==> config.mk <==
export PLATFORM = sky130hd
export DESIGN_NAME = loop_cal_ctrl
export DESIGN_NICKNAME = d
export VERILOG_FILES = /design/src/verilog/loop_cal_pkg.sv /design/src/verilog/measure_if.sv /design/src/verilog/measure_engine.sv /design/src/verilog/loop_cal_ctrl.sv
export SDC_FILE = /design/constraint.sdc
export NUM_CORES = 1
export LEC_CHECK = 0
export BUFFER_PORTS_ARGS = -buffer_cell sky130_fd_sc_hd__buf_4
export CORE_ASPECT_RATIO = 1.5
export CORE_UTILIZATION = 25
export CTS_CLUSTER_DIAMETER = 50
export DETAILED_ROUTE_END_ITERATION = 10
export RECOVER_POWER = 50
export SLEW_MARGIN = 20
export SYNTH_ARGS = -nofsm -noshare
export SYNTH_HDL_FRONTEND = slang
export SYNTH_SLANG_ARGS = --single-unit
==> constraint.sdc <==
create_clock -name clock -period 4.8 [get_ports clock]
set_input_delay 0.48 -clock clock [delete_from_list [all_inputs] [get_ports clock]]
set_output_delay 0.48 -clock clock [all_outputs]
set_load 0.01 [all_outputs]
==> src/verilog/loop_cal_pkg.sv <==
// constants and types shared by the calibration and enable control block
`default_nettype none
package loop_cal_pkg;
	// ****************************************
	// register layout
	// ****************************************
	localparam logic [15:0] CAL_MODE_RESET   = 16'h024b;
	localparam logic [15:0] CAL_MODE_ONCE    = 16'h024b;
	localparam logic [15:0] CAL_MODE_FIRST   = 16'h124b;
	localparam logic [15:0] CAL_MODE_REPEAT  = 16'h034b;
	localparam logic [15:0] CAL_MODE_OFF     = 16'h004b;
	localparam int          CAL_ENABLE_BIT   = 9;
	localparam int          CAL_STORE_BIT    = 2;
	localparam int          CAL_CONT_BIT     = 8;
	localparam int          CAL_FIRST_BIT    = 12;
	localparam int          RES_FREQ_WIDTH   = 16;
	// ****************************************
	// loop settings, fixed point: gain Q8, damping Q8
	// ****************************************
	localparam logic [15:0] GAIN_RESET       = 16'h0080;
	localparam logic [15:0] DAMPING_RESET    = 16'h0180;
	localparam int          BANDWIDTH_PCT    = 10;
	// ****************************************
	// on/off configuration bits
	// ****************************************
	localparam int          ONOFF_PIN_BIT    = 0;
	localparam int          ONOFF_BUS_BIT    = 1;
	localparam int          ONOFF_ALWAYS_BIT = 2;
	localparam int          ONOFF_INVERT_BIT = 3;
	localparam logic [3:0]  ONOFF_RESET      = 4'h1;
	// ****************************************
	// timing
	// ****************************************
	localparam int          CLOCK_MHZ        = 100;
	localparam int          REPEAT_MS        = 800;
	localparam int          REPEAT_CYCLES    = REPEAT_MS * 1000 * CLOCK_MHZ;
	typedef enum logic [2:0] {
		IDLE    = 3'b000,
		RAMP    = 3'b001,
		MEASURE = 3'b010,
		STORE   = 3'b011,
		WAIT    = 3'b100,
		RUN     = 3'b101
	} cal_state_t;
endpackage : loop_cal_pkg
`default_nettype wire

==> src/verilog/measure_if.sv <==
// handshake between the sequencer and the measurement engine
`timescale 1ns/1ps
`default_nettype none
interface measure_if;
	logic        start;
	logic        done;
	logic [15:0] result;
	modport seq (output start, input done, input result);
	modport eng (input start, output done, output result);
endinterface : measure_if
`default_nettype wire

==> src/verilog/measure_engine.sv <==
// drives the probe signal and captures the measured resonance frequency
`timescale 1ns/1ps
`default_nettype none
module measure_engine
	import loop_cal_pkg::*;
(
	// clock and reset
	input  wire logic clock,
	input  wire logic reset,
	// handshake to sequencer
	measure_if.eng    meas,
	// analog front end
	output logic      probeOn,
	input  wire logic resultValid,
	input  wire logic [15:0] resultValue
);
	logic        busy;
	logic        next_busy;
	logic        done;
	logic        next_done;
	logic [15:0] result;
	logic [15:0] next_result;

	always_comb begin
		next_busy   = busy;
		next_done   = 1'b0;
		next_result = result;
		if (busy && resultValid) begin
			next_busy   = 1'b0;
			next_done   = 1'b1;
			next_result = resultValue;
		end else if (meas.start) begin
			next_busy = 1'b1;
		end
	end

	always_ff @(posedge clock) begin
		if (reset) begin
			busy   <= 1'b0;
			done   <= 1'b0;
			result <= 16'h0000;
		end else begin
			busy   <= next_busy;
			done   <= next_done;
			result <= next_result;
		end
	end

	assign probeOn     = busy;
	assign meas.done   = done;
	assign meas.result = result;
endmodule : measure_engine
`default_nettype wire

==> src/verilog/loop_cal_ctrl.sv <==
// calibration scheduling, resonance value selection and output enable
// ****************************************
// Contract
// - ramp-up uses stored resonance frequency
// - calibration off keeps ramp value afterwards
// - calibration enabled measures right after ramp
// - measured value written into model register
// - disable restores value from user store
// - bit 2 stores to user memory after calibration
// - 0x024B calibrates once per ramp-up
// - 0x124B calibrates after first power-up ramp
// - 0x034B repeats calibration every 800 ms
// - 0x004B no calibration, stored value applied
// - bit 8 runs continuous calibration
// - defaults gain 0.5, damping 1.5
// - negative duty option settable
// - enable by pin, bus or always
// - pin polarity positive, invertible
// - power good needs calibration done
// ****************************************
`timescale 1ns/1ps
`default_nettype none
module loop_cal_ctrl
	import loop_cal_pkg::*;
#(
	parameter int REPEAT_COUNT = REPEAT_CYCLES
) (
	// clock and reset
	input  wire logic        clock,
	input  wire logic        reset,
	// register writes from the serial bus decoder
	input  wire logic        calModeWrite,
	input  wire logic [15:0] calModeData,
	input  wire logic        modelWrite,
	input  wire logic [15:0] modelData,
	input  wire logic        gainWrite,
	input  wire logic [15:0] gainData,
	input  wire logic        dampingWrite,
	input  wire logic [15:0] dampingData,
	input  wire logic        loopCfgWrite,
	input  wire logic        loopCfgNegDuty,
	input  wire logic        onOffWrite,
	input  wire logic [3:0]  onOffData,
	input  wire logic        busOn,
	input  wire logic [15:0] userStoreFreq,
	// remote control pin
	input  wire logic        remotePin,
	// regulator core
	input  wire logic        rampDone,
	input  wire logic        aboveGoodLevel,
	input  wire logic        resultValid,
	input  wire logic [15:0] resultValue,
	// register read back
	output logic [15:0]      calMode,
	output logic [15:0]      compModel,
	output logic [15:0]      gain,
	output logic [15:0]      dampingRatio,
	output logic             negDutyEnable,
	output logic [3:0]       onOffConfig,
	// to regulator core
	output logic             outputEnable,
	output logic [15:0]      resonanceFrequency,
	output logic             probeActive,
	output logic             storeUserAll,
	output logic             calDone,
	output logic             powerGoodOut
);
	// ****************************************
	// pin synchroniser
	// ****************************************
	logic pinMeta;
	logic pinSync;
	always_ff @(posedge clock) begin
		if (reset) begin
			pinMeta <= 1'b1;
			pinSync <= 1'b1;
		end else begin
			pinMeta <= remotePin;
			pinSync <= pinMeta;
		end
	end

	// ****************************************
	// measurement engine
	// ****************************************
	measure_if meas ();
	logic probeOn;
	measure_engine engine (
		.clock       (clock),
		.reset       (reset),
		.meas        (meas.eng),
		.probeOn     (probeOn),
		.resultValid (resultValid),
		.resultValue (resultValue)
	);

	// ****************************************
	// state
	// ****************************************
	cal_state_t  state;
	cal_state_t  next_state;
	logic [15:0] next_calMode;
	logic [15:0] next_compModel;
	logic [15:0] next_gain;
	logic [15:0] next_dampingRatio;
	logic        next_negDutyEnable;
	logic [3:0]  next_onOffConfig;
	logic        next_outputEnable;
	logic        next_probeActive;
	logic        next_storeUserAll;
	logic        next_calDone;
	logic        next_powerGoodOut;
	logic        firstDone;
	logic        next_firstDone;
	logic [31:0] waitCount;
	logic [31:0] next_waitCount;
	logic        start;
	logic        pinOn;
	logic        enableReq;
	logic        calEnabled;
	logic        repeatMode;

	assign meas.start = start;

	always_comb begin
		// polarity select, default high means on
		pinOn = pinSync ^ onOffConfig[ONOFF_INVERT_BIT];
		enableReq = onOffConfig[ONOFF_ALWAYS_BIT]
			| ((~onOffConfig[ONOFF_PIN_BIT] | pinOn)
			& (~onOffConfig[ONOFF_BUS_BIT] | busOn)
			& (onOffConfig[ONOFF_PIN_BIT]
			| onOffConfig[ONOFF_BUS_BIT]));
		calEnabled = calMode[CAL_ENABLE_BIT]
			& ~(calMode[CAL_FIRST_BIT] & firstDone);
		repeatMode = calMode[CAL_CONT_BIT];
	end

	always_comb begin
		next_state         = state;
		next_calMode       = calMode;
		next_compModel     = compModel;
		next_gain          = gain;
		next_dampingRatio  = dampingRatio;
		next_negDutyEnable = negDutyEnable;
		next_onOffConfig   = onOffConfig;
		next_outputEnable  = enableReq;
		next_probeActive   = probeOn;
		next_storeUserAll  = 1'b0;
		next_calDone       = calDone;
		next_firstDone     = firstDone;
		next_waitCount     = waitCount;
		start              = 1'b0;
		// mode is only read at scheduling points below
		if (calModeWrite) begin
			next_calMode = calModeData;
		end
		if (modelWrite) begin
			next_compModel = modelData;
		end
		if (gainWrite) begin
			next_gain = gainData;
		end
		if (dampingWrite) begin
			next_dampingRatio = dampingData;
		end
		if (loopCfgWrite) begin
			next_negDutyEnable = loopCfgNegDuty;
		end
		if (onOffWrite) begin
			next_onOffConfig = onOffData;
		end
		unique case (state)
			IDLE: begin
				if (enableReq) begin
					next_state = RAMP;
				end
			end
			RAMP: begin
				if (rampDone) begin
					if (calEnabled) begin
						start      = 1'b1;
						next_state = MEASURE;
					end else begin
						next_calDone = 1'b1;
						next_state   = RUN;
					end
				end
			end
			MEASURE: begin
				if (meas.done) begin
					next_compModel = meas.result;
					next_calDone   = 1'b1;
					next_firstDone = 1'b1;
					next_state     = calMode[CAL_STORE_BIT] ? STORE : WAIT;
				end
			end
			STORE: begin
				next_storeUserAll = 1'b1;
				// a host write in this cycle wins over the self-clear
				if (!calModeWrite) begin
					next_calMode = calMode
						& ~(16'h0001 << CAL_STORE_BIT);
				end
				next_state = WAIT;
			end
			WAIT: begin
				next_waitCount = 32'h0000_0000;
				next_state     = RUN;
			end
			RUN: begin
				if (repeatMode) begin
					next_waitCount = waitCount + 32'h0000_0001;
					if (waitCount >= 32'(REPEAT_COUNT - 1)) begin
						next_waitCount = 32'h0000_0000;
						start          = 1'b1;
						next_state     = MEASURE;
					end
				end else begin
					next_waitCount = 32'h0000_0000;
				end
			end
			default: next_state = IDLE;
		endcase
		if (!enableReq) begin
			next_state     = IDLE;
			next_calDone   = 1'b0;
			// restore on the falling enable only, so host edits
			// made while disabled survive until the next ramp
			if (outputEnable) begin
				next_compModel = userStoreFreq;
			end
		end
		next_powerGoodOut = next_calDone & aboveGoodLevel
			& enableReq;
	end

	always_ff @(posedge clock) begin
		if (reset) begin
			state         <= IDLE;
			calMode       <= CAL_MODE_RESET;
			compModel     <= 16'h0000;
			gain          <= GAIN_RESET;
			dampingRatio  <= DAMPING_RESET;
			negDutyEnable <= 1'b0;
			onOffConfig   <= ONOFF_RESET;
			outputEnable  <= 1'b0;
			probeActive   <= 1'b0;
			storeUserAll  <= 1'b0;
			calDone       <= 1'b0;
			powerGoodOut  <= 1'b0;
			firstDone     <= 1'b0;
			waitCount     <= 32'h0000_0000;
		end else begin
			state         <= next_state;
			calMode       <= next_calMode;
			compModel     <= next_compModel;
			gain          <= next_gain;
			dampingRatio  <= next_dampingRatio;
			negDutyEnable <= next_negDutyEnable;
			onOffConfig   <= next_onOffConfig;
			outputEnable  <= next_outputEnable;
			probeActive   <= next_probeActive;
			storeUserAll  <= next_storeUserAll;
			calDone       <= next_calDone;
			powerGoodOut  <= next_powerGoodOut;
			firstDone     <= next_firstDone;
			waitCount     <= next_waitCount;
		end
	end

	// ramp and post-ramp both use the model field
	always_ff @(posedge clock) begin
		if (reset) begin
			resonanceFrequency <= 16'h0000;
		end else begin
			resonanceFrequency <= next_compModel;
		end
	end
endmodule : loop_cal_ctrl
`default_nettype wire

* Word-level counts from Yosys, hierarchy flattened *
Cells that the tools add are included.

storage, ports and cells
  bits in registers = 130

operators by class
  add/sub/neg operators = 1
  $lt $le $gt $ge = 1
  equality and inequality tests = 10
  muxes and demuxes = 30
  bitwise logic cells = 15
  reduce and logical (&&, ||, !) cells = 7

operators by type and width
  kind                                                                                   number
  16-bit 2-to-1 mux                                                                      8
  32-bit 2-to-1 mux                                                                      2
  32-bit one-hot mux with 2 select lines                                                 1
  32-bit by 1-bit adder with 32-bit output, second input constant                        1
  32-bit by 27-bit greater-or-equal comparator with 1-bit output, second input constant  1
  3-bit 2-to-1 mux                                                                       6
  3-bit one-hot mux with 6 select lines                                                  1
  1-bit 2-to-1 mux                                                                       10
  2-bit inequality test, second input constant                                           4
  1-bit AND                                                                              6
  3-bit by 2-bit equality test with 1-bit output, second input constant                  2
  3-bit equality test, second input constant                                             2
  1-bit NOT                                                                              4
  1-bit bitwise OR                                                                       4
  1-bit one-hot mux with 2 select lines                                                  2
  4-bit AND reduction                                                                    1
  2-bit OR reduction                                                                     2
  3-bit by 1-bit equality test with 1-bit output, second input constant                  1
  3-bit logical NOT                                                                      1
  2-bit by 1-bit inequality test with 1-bit output, second input constant                1
  2-bit AND reduction                                                                    1
  2-bit nonzero test                                                                     1
  1-bit logical AND                                                                      1
  1-bit bitwise XOR                                                                      1

* Longest topological paths before layout *
Gate-level depths: netlist (run 1).

  word-level depth = 9
  depth in mapped cells = 8
  gate-level depth less buffers = 6

* Modules after synthesis *
A second synthesis (run 1) with hierarchy kept.

unflattened totals
  cells, all modules = 618
  area total of the unflattened synthesis = 5824.3 µm²

modules (own cells, without submodules)
  module          times used  cells an instance  area each (µm²)
  loop_cal_ctrl   1           538                4981.0
  measure_engine  1           80                 843.3

* Worst setup path before layout (run 1) *
Ideal clock, no wire load.

  kind = input to register
  from = input busOn
  to = register resonanceFrequency[10]
  setup time = 0.128 ns
  data arrival time = 1.553 ns
  required time = 4.672 ns
  path slack = 3.120 ns
  stages = 7
  buffers on the path = 2
  cell sequence = mux2i_1 > a21oi_1 > nor3b_1 > buf_2 > buf_2 > mux2i_1 > nor2_1

between the ends
  word-level cells in the longest chain between the ends = 5

RTL lines
  item                  RTL line              text
  start, declared       loop_cal_ctrl.sv:44   input wire logic busOn,
  1-bit bitwise OR      loop_cal_ctrl.sv:130  & (~onOffConfig[ONOFF_BUS_BIT] | busOn)
  1-bit AND             loop_cal_ctrl.sv:130
  1-bit AND             loop_cal_ctrl.sv:131  & (onOffConfig[ONOFF_PIN_BIT]
  1-bit bitwise OR      loop_cal_ctrl.sv:129  | ((~onOffConfig[ONOFF_PIN_BIT] | pinOn)
  16-bit 2-to-1 mux     loop_cal_ctrl.sv:224  if (!enableReq) begin
  end signal, assigned  loop_cal_ctrl.sv:276  resonanceFrequency <= next_compModel;
  end, declared         loop_cal_ctrl.sv:62   output logic [15:0] resonanceFrequency,

No other way between the ends.
A chain may end at the register's enable or synchronous reset.

* Worst setup path after layout (run 1) *
  from = register state[2]
  to = register waitCount[7]

between the ends
  word-level cells in the longest chain between the ends = 2
  elaborated cells on any way between the ends = 4
  those cells by class = eq/ne: 2; mux: 1; reduce/logical: 1

RTL lines
  item                                                                                 RTL line              text
  start, declared                                                                      loop_cal_ctrl.sv:100  cal_state_t state;
  start signal, assigned                                                               loop_cal_ctrl.sv:254  state <= next_state;
  3-bit equality test                                                                  loop_cal_ctrl.sv:172  unique case (state)
  32-bit one-hot mux with 2 select lines / 2-bit nonzero test (equally long branches)  --
  end signal, assigned                                                                 loop_cal_ctrl.sv:267  waitCount <= next_waitCount;
  end, declared                                                                        loop_cal_ctrl.sv:115  logic [31:0] waitCount;

Several ways; a longest one is shown, not always the timed one.

==> results of run 1 <==
==> cell families after synthesis <==
kind of cell | count (synthesis)
fa+ha+maj | 1
flops | 130
compound gates | 74
simple gates | 214
xor+xnor | 29
mux | 76
buf+inv | 55
==> routing by layer <==
| metal | vias up | share of wire (%) |
|---|---|---|
| li1 | 2336 | - |
| met5 | - | 0 |
| met2 | 148 | 52 |
| met4 | 0 | 1.2 |
| met3 | 13 | 7.6 |
| met1 | 2177 | 39 |
==> how the worst max path moves through the flow <==
| stage | startpoint | to | slack (ns) | cells after the start |
|---|---|---|---|---|
| 2_1_floorplan | busOn | resonanceFrequency[10] | 3.12 | 7 |
| 5_1_grt | state[2] | waitCount[30] | 2.29 | 5 |
| 4_1_cts | state[2] | waitCount[6] | 2.46 | 5 |
| 3_3_place_gp | reset | waitCount[6] | 2.31 | 4 |
| 6_report | state[2] | waitCount[7] | 2.51 | 5 |
| 3_5_place_dp | reset | waitCount[31] | 2.30 | 4 |
==> layout make-up <==
type                            instances  area (um2)  area share, %
Clock buffer                           18         429           5.68
Inverter                                3        11.3          0.149
Tap cell                              272         340           4.51
Sequential cell                       130        2600           34.5
Clock inverter                         14         179           2.37
Timing Repair Buffer                  206        1350           17.8
Multi-Input combinational cell        394        2640           35.0
==> Yosys cell counts (2+ instances only) <==
library cell  instances  area (um2)
nand4_1               8        50.1
a22o_1               16         140
nor3_1                6        30.0
and4_1                4        35.0
nand2b_1              4        25.0
nor2_1              109         409
clkbuf_1             18        67.6
buf_2                14        70.1
nand3_1              12        60.1
buf_4                16         120
nand4b_1              2        17.5
or2_2                 2        12.5
and3_1                6        37.5
xor2_1               21         184
buf_6                 3        33.8
and2_1                2        12.5
o31a_1                2        17.5
a311oi_1              2        17.5
xnor2_1               8        70.1
nand2_1              32         120
a211o_1              10        87.6
a21oi_1               7        35.0
a31oi_1               3        18.8
inv_1                 3        11.3
mux2i_1              76         761
dfxtp_1             130        2600
o21ai_0              19        95.1
and4_2                2        20.0
nor2b_1              13        81.3
==> report_power, final <==
part | total, W | switching (W) | internal (W) | leakage [nW]
Combinational | 0.000321 | 0.000151 | 0.000171 | 1.86
Clock | 0.00133 | 0.000508 | 0.000826 | 0.294
Sequential | 0.00117 | 0.0000406 | 0.00113 | 1.06
Total | 0.00283 | 0.000699 | 0.00213 | 3.22
==> state kept, by name, indices dropped and copies added (netlist names), 3 cells and up <==
signal	cells
calMode	16
resonanceFrequency	16
gain	16
onOffConfig	4
state	3
engine.meas.result	16
dampingRatio	16
waitCount	32
==> critical path, stage by stage (launching register included) <==
cell,delay [ns]
dfxtp_1,0.66
and4b_1,0.32
nor2b_1,0.66
and4_2,0.33
xnor2_1,0.12
nor2_1,0.05
==> through the flow <==
stage / worst slack [ns] / power (W)
floorplan: 3.12 / 0.00137
detailed placement: 2.30 / 0.00154
global placement: 2.31 / 0.00154
global route: 2.29 / 0.00296
CTS: 2.46 / 0.00290
finish: 2.51 / 0.00283
==> run metrics, run 1 <==
outcome=completed; Async SR Flop Fraction=0%; r2r setup slk=2.51 ns; clk buf depth=2; DRT iter0 DRCs=160; Inst Count DP=1,005; min cycle time layout=2.29 ns; Syn. warnings=0; Seq cells post-synth=130; most frequent cells in the layout=buf_4, dfxtp_1, nor2_1, mux2i_1, clkbuf_1; Critical Path RT=5.06 ns; Hold Crit Depth=2; power per cell area=374 nW/um2; sequential fraction of the synthesis area=47.0%; Via Count=4,674; FF-to-FF path depth=5; number of synthesized flops with an enable pin=0; GRT Overall Usage=13.4%; post-route insts no fill=1,037; final hold viol count=0; Syn Area/Cell=9.56 um2; CTS tree=yes; die area=22,700 um2; Synth Area in Adders=0.226%; area added between synthesis and finish=36.5%; Mapped Cells=579; Worst Skew=0.00928 ns; hold-critical path endpoint=pinMeta; Post-CTS Resized=0; Core Util, Final=34.8%; FMAX=0.436 GHz; met2 Use GR=23.4%; launch point of the worst reg-to-reg path=state[2]; Die H=184 um; clock-pin slew on the worst setup and hold paths=0.06 ns; wire length per cell=14.3 um; Synth Area in Simple Gates=18.9%; largest net degree at the start of global routing=79; Synth Area in Compound Gates=10.0%; worst slew pin tran=0.936 ns; critical path endpoint category=flip-flop; critical path launch point type=flip-flop; final WL=14,800 um; GP Congestion=0.763; Die Wd=123 um; Worst-Skew Late Latency=0.42 ns; ys flop type=dfxtp_1; H-tree Lvls=4; hold buffer count at cts=0; Nets=867; RSZ-0062 raised after global routing=false; Synth cell types=58; min-delay src=remotePin; share of layout cells above drive strength 1=26.0%; VDD IR max=0.205 mV; GR Util met1=14.4%; P_leak=3.22 nW; DP Area=7140 um2; min-delay worst type=in -> reg; Core ar.=21,700 um2; mux share of post-synthesis cell area=13.7%; Initial Util=25.5%; vias in the first global route=4,639; Max Slew Vio Count=0; Design Area, Final=7550 um2; Routed Antenna Nets=0; first-pass GRT wire length=23,200 um; CTS buffer count=17; commonest non-fill, non-tap cell in the layout=buf_4; RR Endpoint=waitCount[7]; Most Used Layer, Global Route=met2; Sum Neg Setup Slack=0 ns; GRT met3 Usage=5.01%; critical setup path kind=reg -> reg; IO Port Bufs=203; initial antenna violation count=0; ant diodes=0; 1st-pass router iterations=4; worst-path fanout max=17; hold slack=0.248 ns; Top Ports=204; DR vias/cell=4.51; Fillers=2,248; HPWL after detailed placement=10,600 um; Tcrit/Tclk final=47.8%; largest family of logic cells by synthesized area=simple AND/OR/NAND/NOR gates; CP Data Arrival Time=2.56 ns; post-CTS setup buffers=0; gr ovfl total=0; CTS Sinks=130; Post-Syn Area=5530 um2; Setup violations, final=0; Root Buffer Master=clkbuf_16; DRC viols=0; Core Rows=66; Max Cap Viol=0; worst rel slew slack=37.3%; Synth Area in XOR/XNOR=4.59%; Post-Synthesis Net Count=694
Power figures use the tool's default switching activity.
==> run 2: changes to the inputs <==
- ABC_AREA: unset -> 1
- clock period: 4.8 -> 2.2 ns (I/O delays scaled with it)
==> run 2 against run 1 <==
Clock power grew 120%. Routed wire length rose by 9.1%. Global-route usage rose by 0.78 points. Area after synthesis up 3.8%. Count of clock-buffer cells in the layout rose by 1. Power increased by 130%. Critical endpoint is now waitCount[25].
==> run metrics, run 2 <==
outcome=completed; Tcrit/Tclk final=88.0%; worst slew pin tran=1.25 ns; critical path launch point type=flip-flop; first-pass GRT wire length=26,300 um; ys flop type=dfxtp_1; worst-path fanout max=10; hold-critical path endpoint=dampingRatio[7]; FMAX=0.516 GHz; r2r setup slk=0.26 ns; Syn Area/Cell=7.84 um2; commonest non-fill, non-tap cell in the layout=buf_4; largest net degree at the start of global routing=68; Hold Crit Depth=3; P_leak=3.51 nW; number of synthesized flops with an enable pin=0; max reg flops=32; H-tree Lvls=4; clock-pin slew on the worst setup and hold paths=0.06 ns; RR Endpoint=waitCount[25]; min-delay src=dampingData[7]; Post-Syn Area=5740 um2; Overall Power=0.00644 W; Routed Antenna Nets=0; Seq cells post-synth=130; die area=23,600 um2; Post-Synthesis Net Count=847; CTS tree=yes; critical setup path kind=reg -> reg; top-area cell type share of the netlist area=45.3%; Syn. warnings=0; HPWL after detailed placement=12,100 um; Top Ports=204; Post-CTS Resized=0; Die Wd=126 um; IO Port Bufs=203; 1st-pass router iterations=4; Critical Path RT=2.50 ns; Synth cell types=38; vias in the first global route=5,373; CTS Sinks=130; share of layout cells above drive strength 1=25.7%; area added between synthesis and finish=38.3%; Max Cap Viol=0; DR vias/cell=4.38; post-CTS setup buffers=0; final hold viol count=0; worst rel slew slack=16.7%; Setup violations, final=0; setup ws final=0.263 ns; RSZ-0062 raised after global routing=false; Via Count=5,329; min cycle time layout=1.94 ns; Worst-Skew Late Latency=0.41 ns; Die H=188 um; Mapped Cells=732; Core ar.=22,500 um2; DRC viols=0; final WL=16,200 um; gr ovfl total=0; dpl ws=0.498 ns; sequential fraction of the synthesis area=45.3%; FF-to-FF path depth=7; area leader, netlist=dfxtp_1; Async SR Flop Fraction=0%; Worst Skew=0.0108 ns; Fillers=2,381; most common cell in the synthesized netlist=nor2_1; GRT Overall Usage=14.2%; Initial Util=25.6%; Synth area leaders=dfxtp_1, nor2_1, o21ai_0; GP Congestion=0.801; CTS buffer count=17; critical path endpoint category=flip-flop; launch point of the worst reg-to-reg path=state[2]; Nets=1,043; Max Slew Vio Count=0; Root Buffer Master=clkbuf_16; clk buf depth=2; CP Data Arrival Time=2.23 ns; initial antenna violation count=0; most frequent cells in the layout=buf_4, nor2_1, dfxtp_1, nand2_1, o21ai_0; Sum Neg Setup Slack=0 ns; Core Rows=67; Synth top cells by count=nor2_1, dfxtp_1, nand2_1; ant diodes=0; DRT iter0 DRCs=198; min-delay worst type=in -> reg; Reg with most FFs=waitCount; wire length per cell=13.3 um; VDD IR max=0.432 mV; power per cell area=811 nW/um2
==> run 2: changes by cell type in the layout (fill, tap and decap cells not counted), moves of 10 or more <==
cell           change
a211o_1           -10
a22o_1            -16
dlygate4sd3_1     +10
inv_1             +51
mux2i_1           -59
nand2_1           +68
nand3_1           +17
nor2_1            +35
nor2_4            +20
nor2b_1           -13
nor3_1            +17
o21ai_0           +61
==> run 2: critical path, stage by stage (launching register included) <==
cell and delay (ns):
dfxtp_1 0.40, nand2_1 0.44, inv_6 0.25, nand3_1 0.10
nor3_2 0.22, nand3_1 0.12, xor2_1 0.24, nor2_4 0.05
==> run 2: where the power goes <==
part	internal, W	leakage (nW)	switching, W
Clock	0.00184	0.299	0.00106
Sequential	0.00249	1.07	0.0000941
Combinational	0.000425	2.14	0.000531
==> run 2: logic make-up after synthesis <==
family | count (synthesis) | synth area share (%)
compound gates | 112 | 10.9
xor+xnor | 24 | 3.66
fa+ha+maj | 1 | 0.218
buf+inv | 103 | 8.50
flops | 130 | 45.3
mux | 17 | 2.96
simple gates | 345 | 28.5
==> run 2: metal layers <==
| metal | GRT usage [%] | share of wire (%) |
|---|---|---|
| met1 | 14.4 | 39 |
| met2 | 26.7 | 54 |
| met4 | 6.29 | 2.4 |
| met3 | 3.82 | 4.9 |
| met5 | 0 | 0 |
==> run 2: worst max path at each step <==
stage | start | to | slack (ns) | cells past startpoint
global route | state[2] | waitCount[25] | 0.16 | 7
floorplan | waitCount[0] | waitCount[16] | 0.71 | 9
finish | state[2] | waitCount[25] | 0.26 | 7
global placement | waitCount[0] | waitCount[17] | 0.51 | 11
detailed placement | onOffConfig[3] | resonanceFrequency[15] | 0.50 | 6
CTS | onOffConfig[3] | resonanceFrequency[15] | 0.48 | 6
==> run 2: stage by stage <==
stage          util (%)  area (um2)  hold slack, ns  std cells
4_1_cts            36.2        8130         0.00177       1217
5_1_grt            35.3        7940          0.0115       1217
2_1_floorplan         -        5740           0.314        732
6_report           35.3        7940          0.0191       1217
3_5_place_dp       33.0        7420           0.392       1175
3_3_place_gp       33.0        7420           0.392       1175
==> run 2: area by class of cell <==
class                   instances  area, um2  share of cell area, %
repair buffers                220       1510                   19.0
well taps                     276        345                   4.35
multi-input cells             499       2640                   33.3
flip-flops and latches        130       2600                   32.8
clock inverters                13        160                   2.02
clock buffers                  19        453                   5.70
inverters                      60        230                   2.90
==> run 2: repair_timing <==
item,in CTS,in global routing
hold buffers,10,0
setup endpoints to repair,0,0
endpoints found under the hold margin,10,0
==> run 3: changes to the inputs <==
- CORE_UTILIZATION: 25 -> 50
- PLACE_DENSITY: unset -> 0.8
==> run 3 against run 2 <==
Core utilization rose by 34 points. Largest cell class unchanged. Sequential share of layout area grew 1.0 points. Global-route usage is 13 points higher. First-iteration DRC count fell by 6.1%.
==> run metrics, run 3 (synthesis gave the netlist of run 2 again) <==
dpl ws=0.427 ns; Die Wd=89.5 um; Max Cap Viol=0; commonest non-fill, non-tap cell in the layout=buf_4; vias in the first global route=5,457; share of layout cells above drive strength 1=25.6%; CP max stage cell=clkinv_1; wire length per cell=14.2 um; most frequent cells in the layout=buf_4, nor2_1, dfxtp_1, nand2_1, o21ai_0; first-pass GRT wire length=24,800 um; Max stage delay on crit path=0.53 ns; CTS buffer count=17; DRC viols=0; Via Count=5,444; ant diodes=0; Fillers=932; CTS Sinks=130; worst path cell trace=clkbuf_1, clkinv_1, clkbuf_1, o21ai_0, a21oi_1; worst rel slew slack=37.9%; gr ovfl total=0; FF-to-FF path depth=11; clk buf depth=2; critical setup path kind=in -> reg; DR vias/cell=5.03; VDD IR max=0.570 mV; Most Used Layer, Global Route=met2; critical path endpoint category=flip-flop; RSZ-0062 raised after global routing=false; Worst-Skew Late Latency=0.41 ns; FMAX=0.549 GHz; clock-pin slew on the worst setup and hold paths=0.06 ns; Routed Antenna Nets=0; setup ws final=0.377 ns; GR Util met1=27.1%; DRT iter0 DRCs=186; GRT met3 Usage=9.05%; Critical Path RT=2.47 ns; CP Data Arrival Time=2.10 ns; final hold viol count=0; Tcrit/Tclk final=82.8%; Die H=133 um; Top Ports=204; H-tree Lvls=4; initial antenna violation count=0; Hold Crit Depth=3; worst-path fanout max=25; Nets=1,037; outcome=completed; met2 Use GR=49.3%; area added between synthesis and finish=34.2%; Setup violations, final=0; P_leak=3.46 nW; HPWL after detailed placement=11,600 um; worst slew pin tran=0.932 ns; GP Congestion=0.853; Core Rows=47; GRT Overall Usage=27.1%; Max Slew Vio Count=0; Root Buffer Master=clkbuf_16; critical path launch point type=input port; min-delay worst type=in -> reg; power per cell area=833 nW/um2; hold slack=0.0163 ns; largest net degree at the start of global routing=27; Sum Neg Setup Slack=0 ns; post-CTS setup buffers=0; Reg with most FFs=waitCount; max reg flops=32; 1st-pass router iterations=4; CTS tree=yes; min cycle time layout=1.82 ns; die area=11,900 um2; Worst Skew=0.00794 ns; most numerous cell on the critical path=clkbuf_1; final WL=15,300 um; Initial Util=51.6%; IO Port Bufs=203; Core ar.=11,100 um2
run 3: changes by cell type in the layout (fill, tap and decap cells not counted), sizes merged:
cell / previous run / this run
clkbuf: 69 / 72
inv: 59 / 61
clkinv: 9 / 8
dlygate4sd3: 10 / 2
buf: 160 / 158
run 3: critical path: cells and delay by family:
kind	cells	cell delay, ns
AOI/OAI and AO/OA	2	0.31
buffers and inverters	3	1.56
run 3: final timing paths:
kind             startpoint                     to  slack, ns
min          resultValue[5]  engine.meas.result[5]       0.02
min reg2reg         pinMeta                pinSync       0.41
max                   reset             calMode[2]       0.38
max reg2reg    waitCount[0]          waitCount[18]       0.44
run 3: area by class of cell:
class                   count  area (um2)  share of cell area, %
multi-input cells         499        2650                   34.4
flip-flops and latches    130        2600                   33.8
repair buffers            214        1430                   18.5
clock buffers              18         429                   5.57
inverters                  60         230                   2.99
well taps                 147         184                   2.39
clock inverters            14         180                   2.34
run 3: per-layer routing:
layer	up-vias	share of wire [%]
met5	-	0
met2	159	54
met1	2527	36
met4	0	3.3
li1	2722	-
met3	36	6.1
run 3: where the power goes:
group          switching, W  internal (W)  leakage (nW)
Clock               0.00108       0.00180         0.291
Sequential        0.0000947       0.00249          1.07
Combinational      0.000538      0.000411          2.10
Total               0.00171       0.00470          3.46
run 3: through the flow:
| step | instances | cell area [um2] | power (W) | util [%] |
|---|---|---|---|---|
| detailed placement | 1048 | 7270 | 0.00363 | 65.4 |
| CTS | 1082 | 7900 | 0.00649 | 71.1 |
| global placement | 1048 | 7270 | 0.00362 | 65.4 |
| finish | 1082 | 7700 | 0.00641 | 69.3 |
| global route | 1082 | 7700 | 0.00666 | 69.3 |
| floorplan | 732 | 5740 | 0.00319 | - |
run 3: timing repair:
| action | in CTS | in global routing |
|---|---|---|
| endpoints found under the setup margin | 0 | 0 |
| hold buffers | 2 | 0 |
| resized for setup | 0 | 0 |
| endpoints found under the hold margin | 2 | 0 |
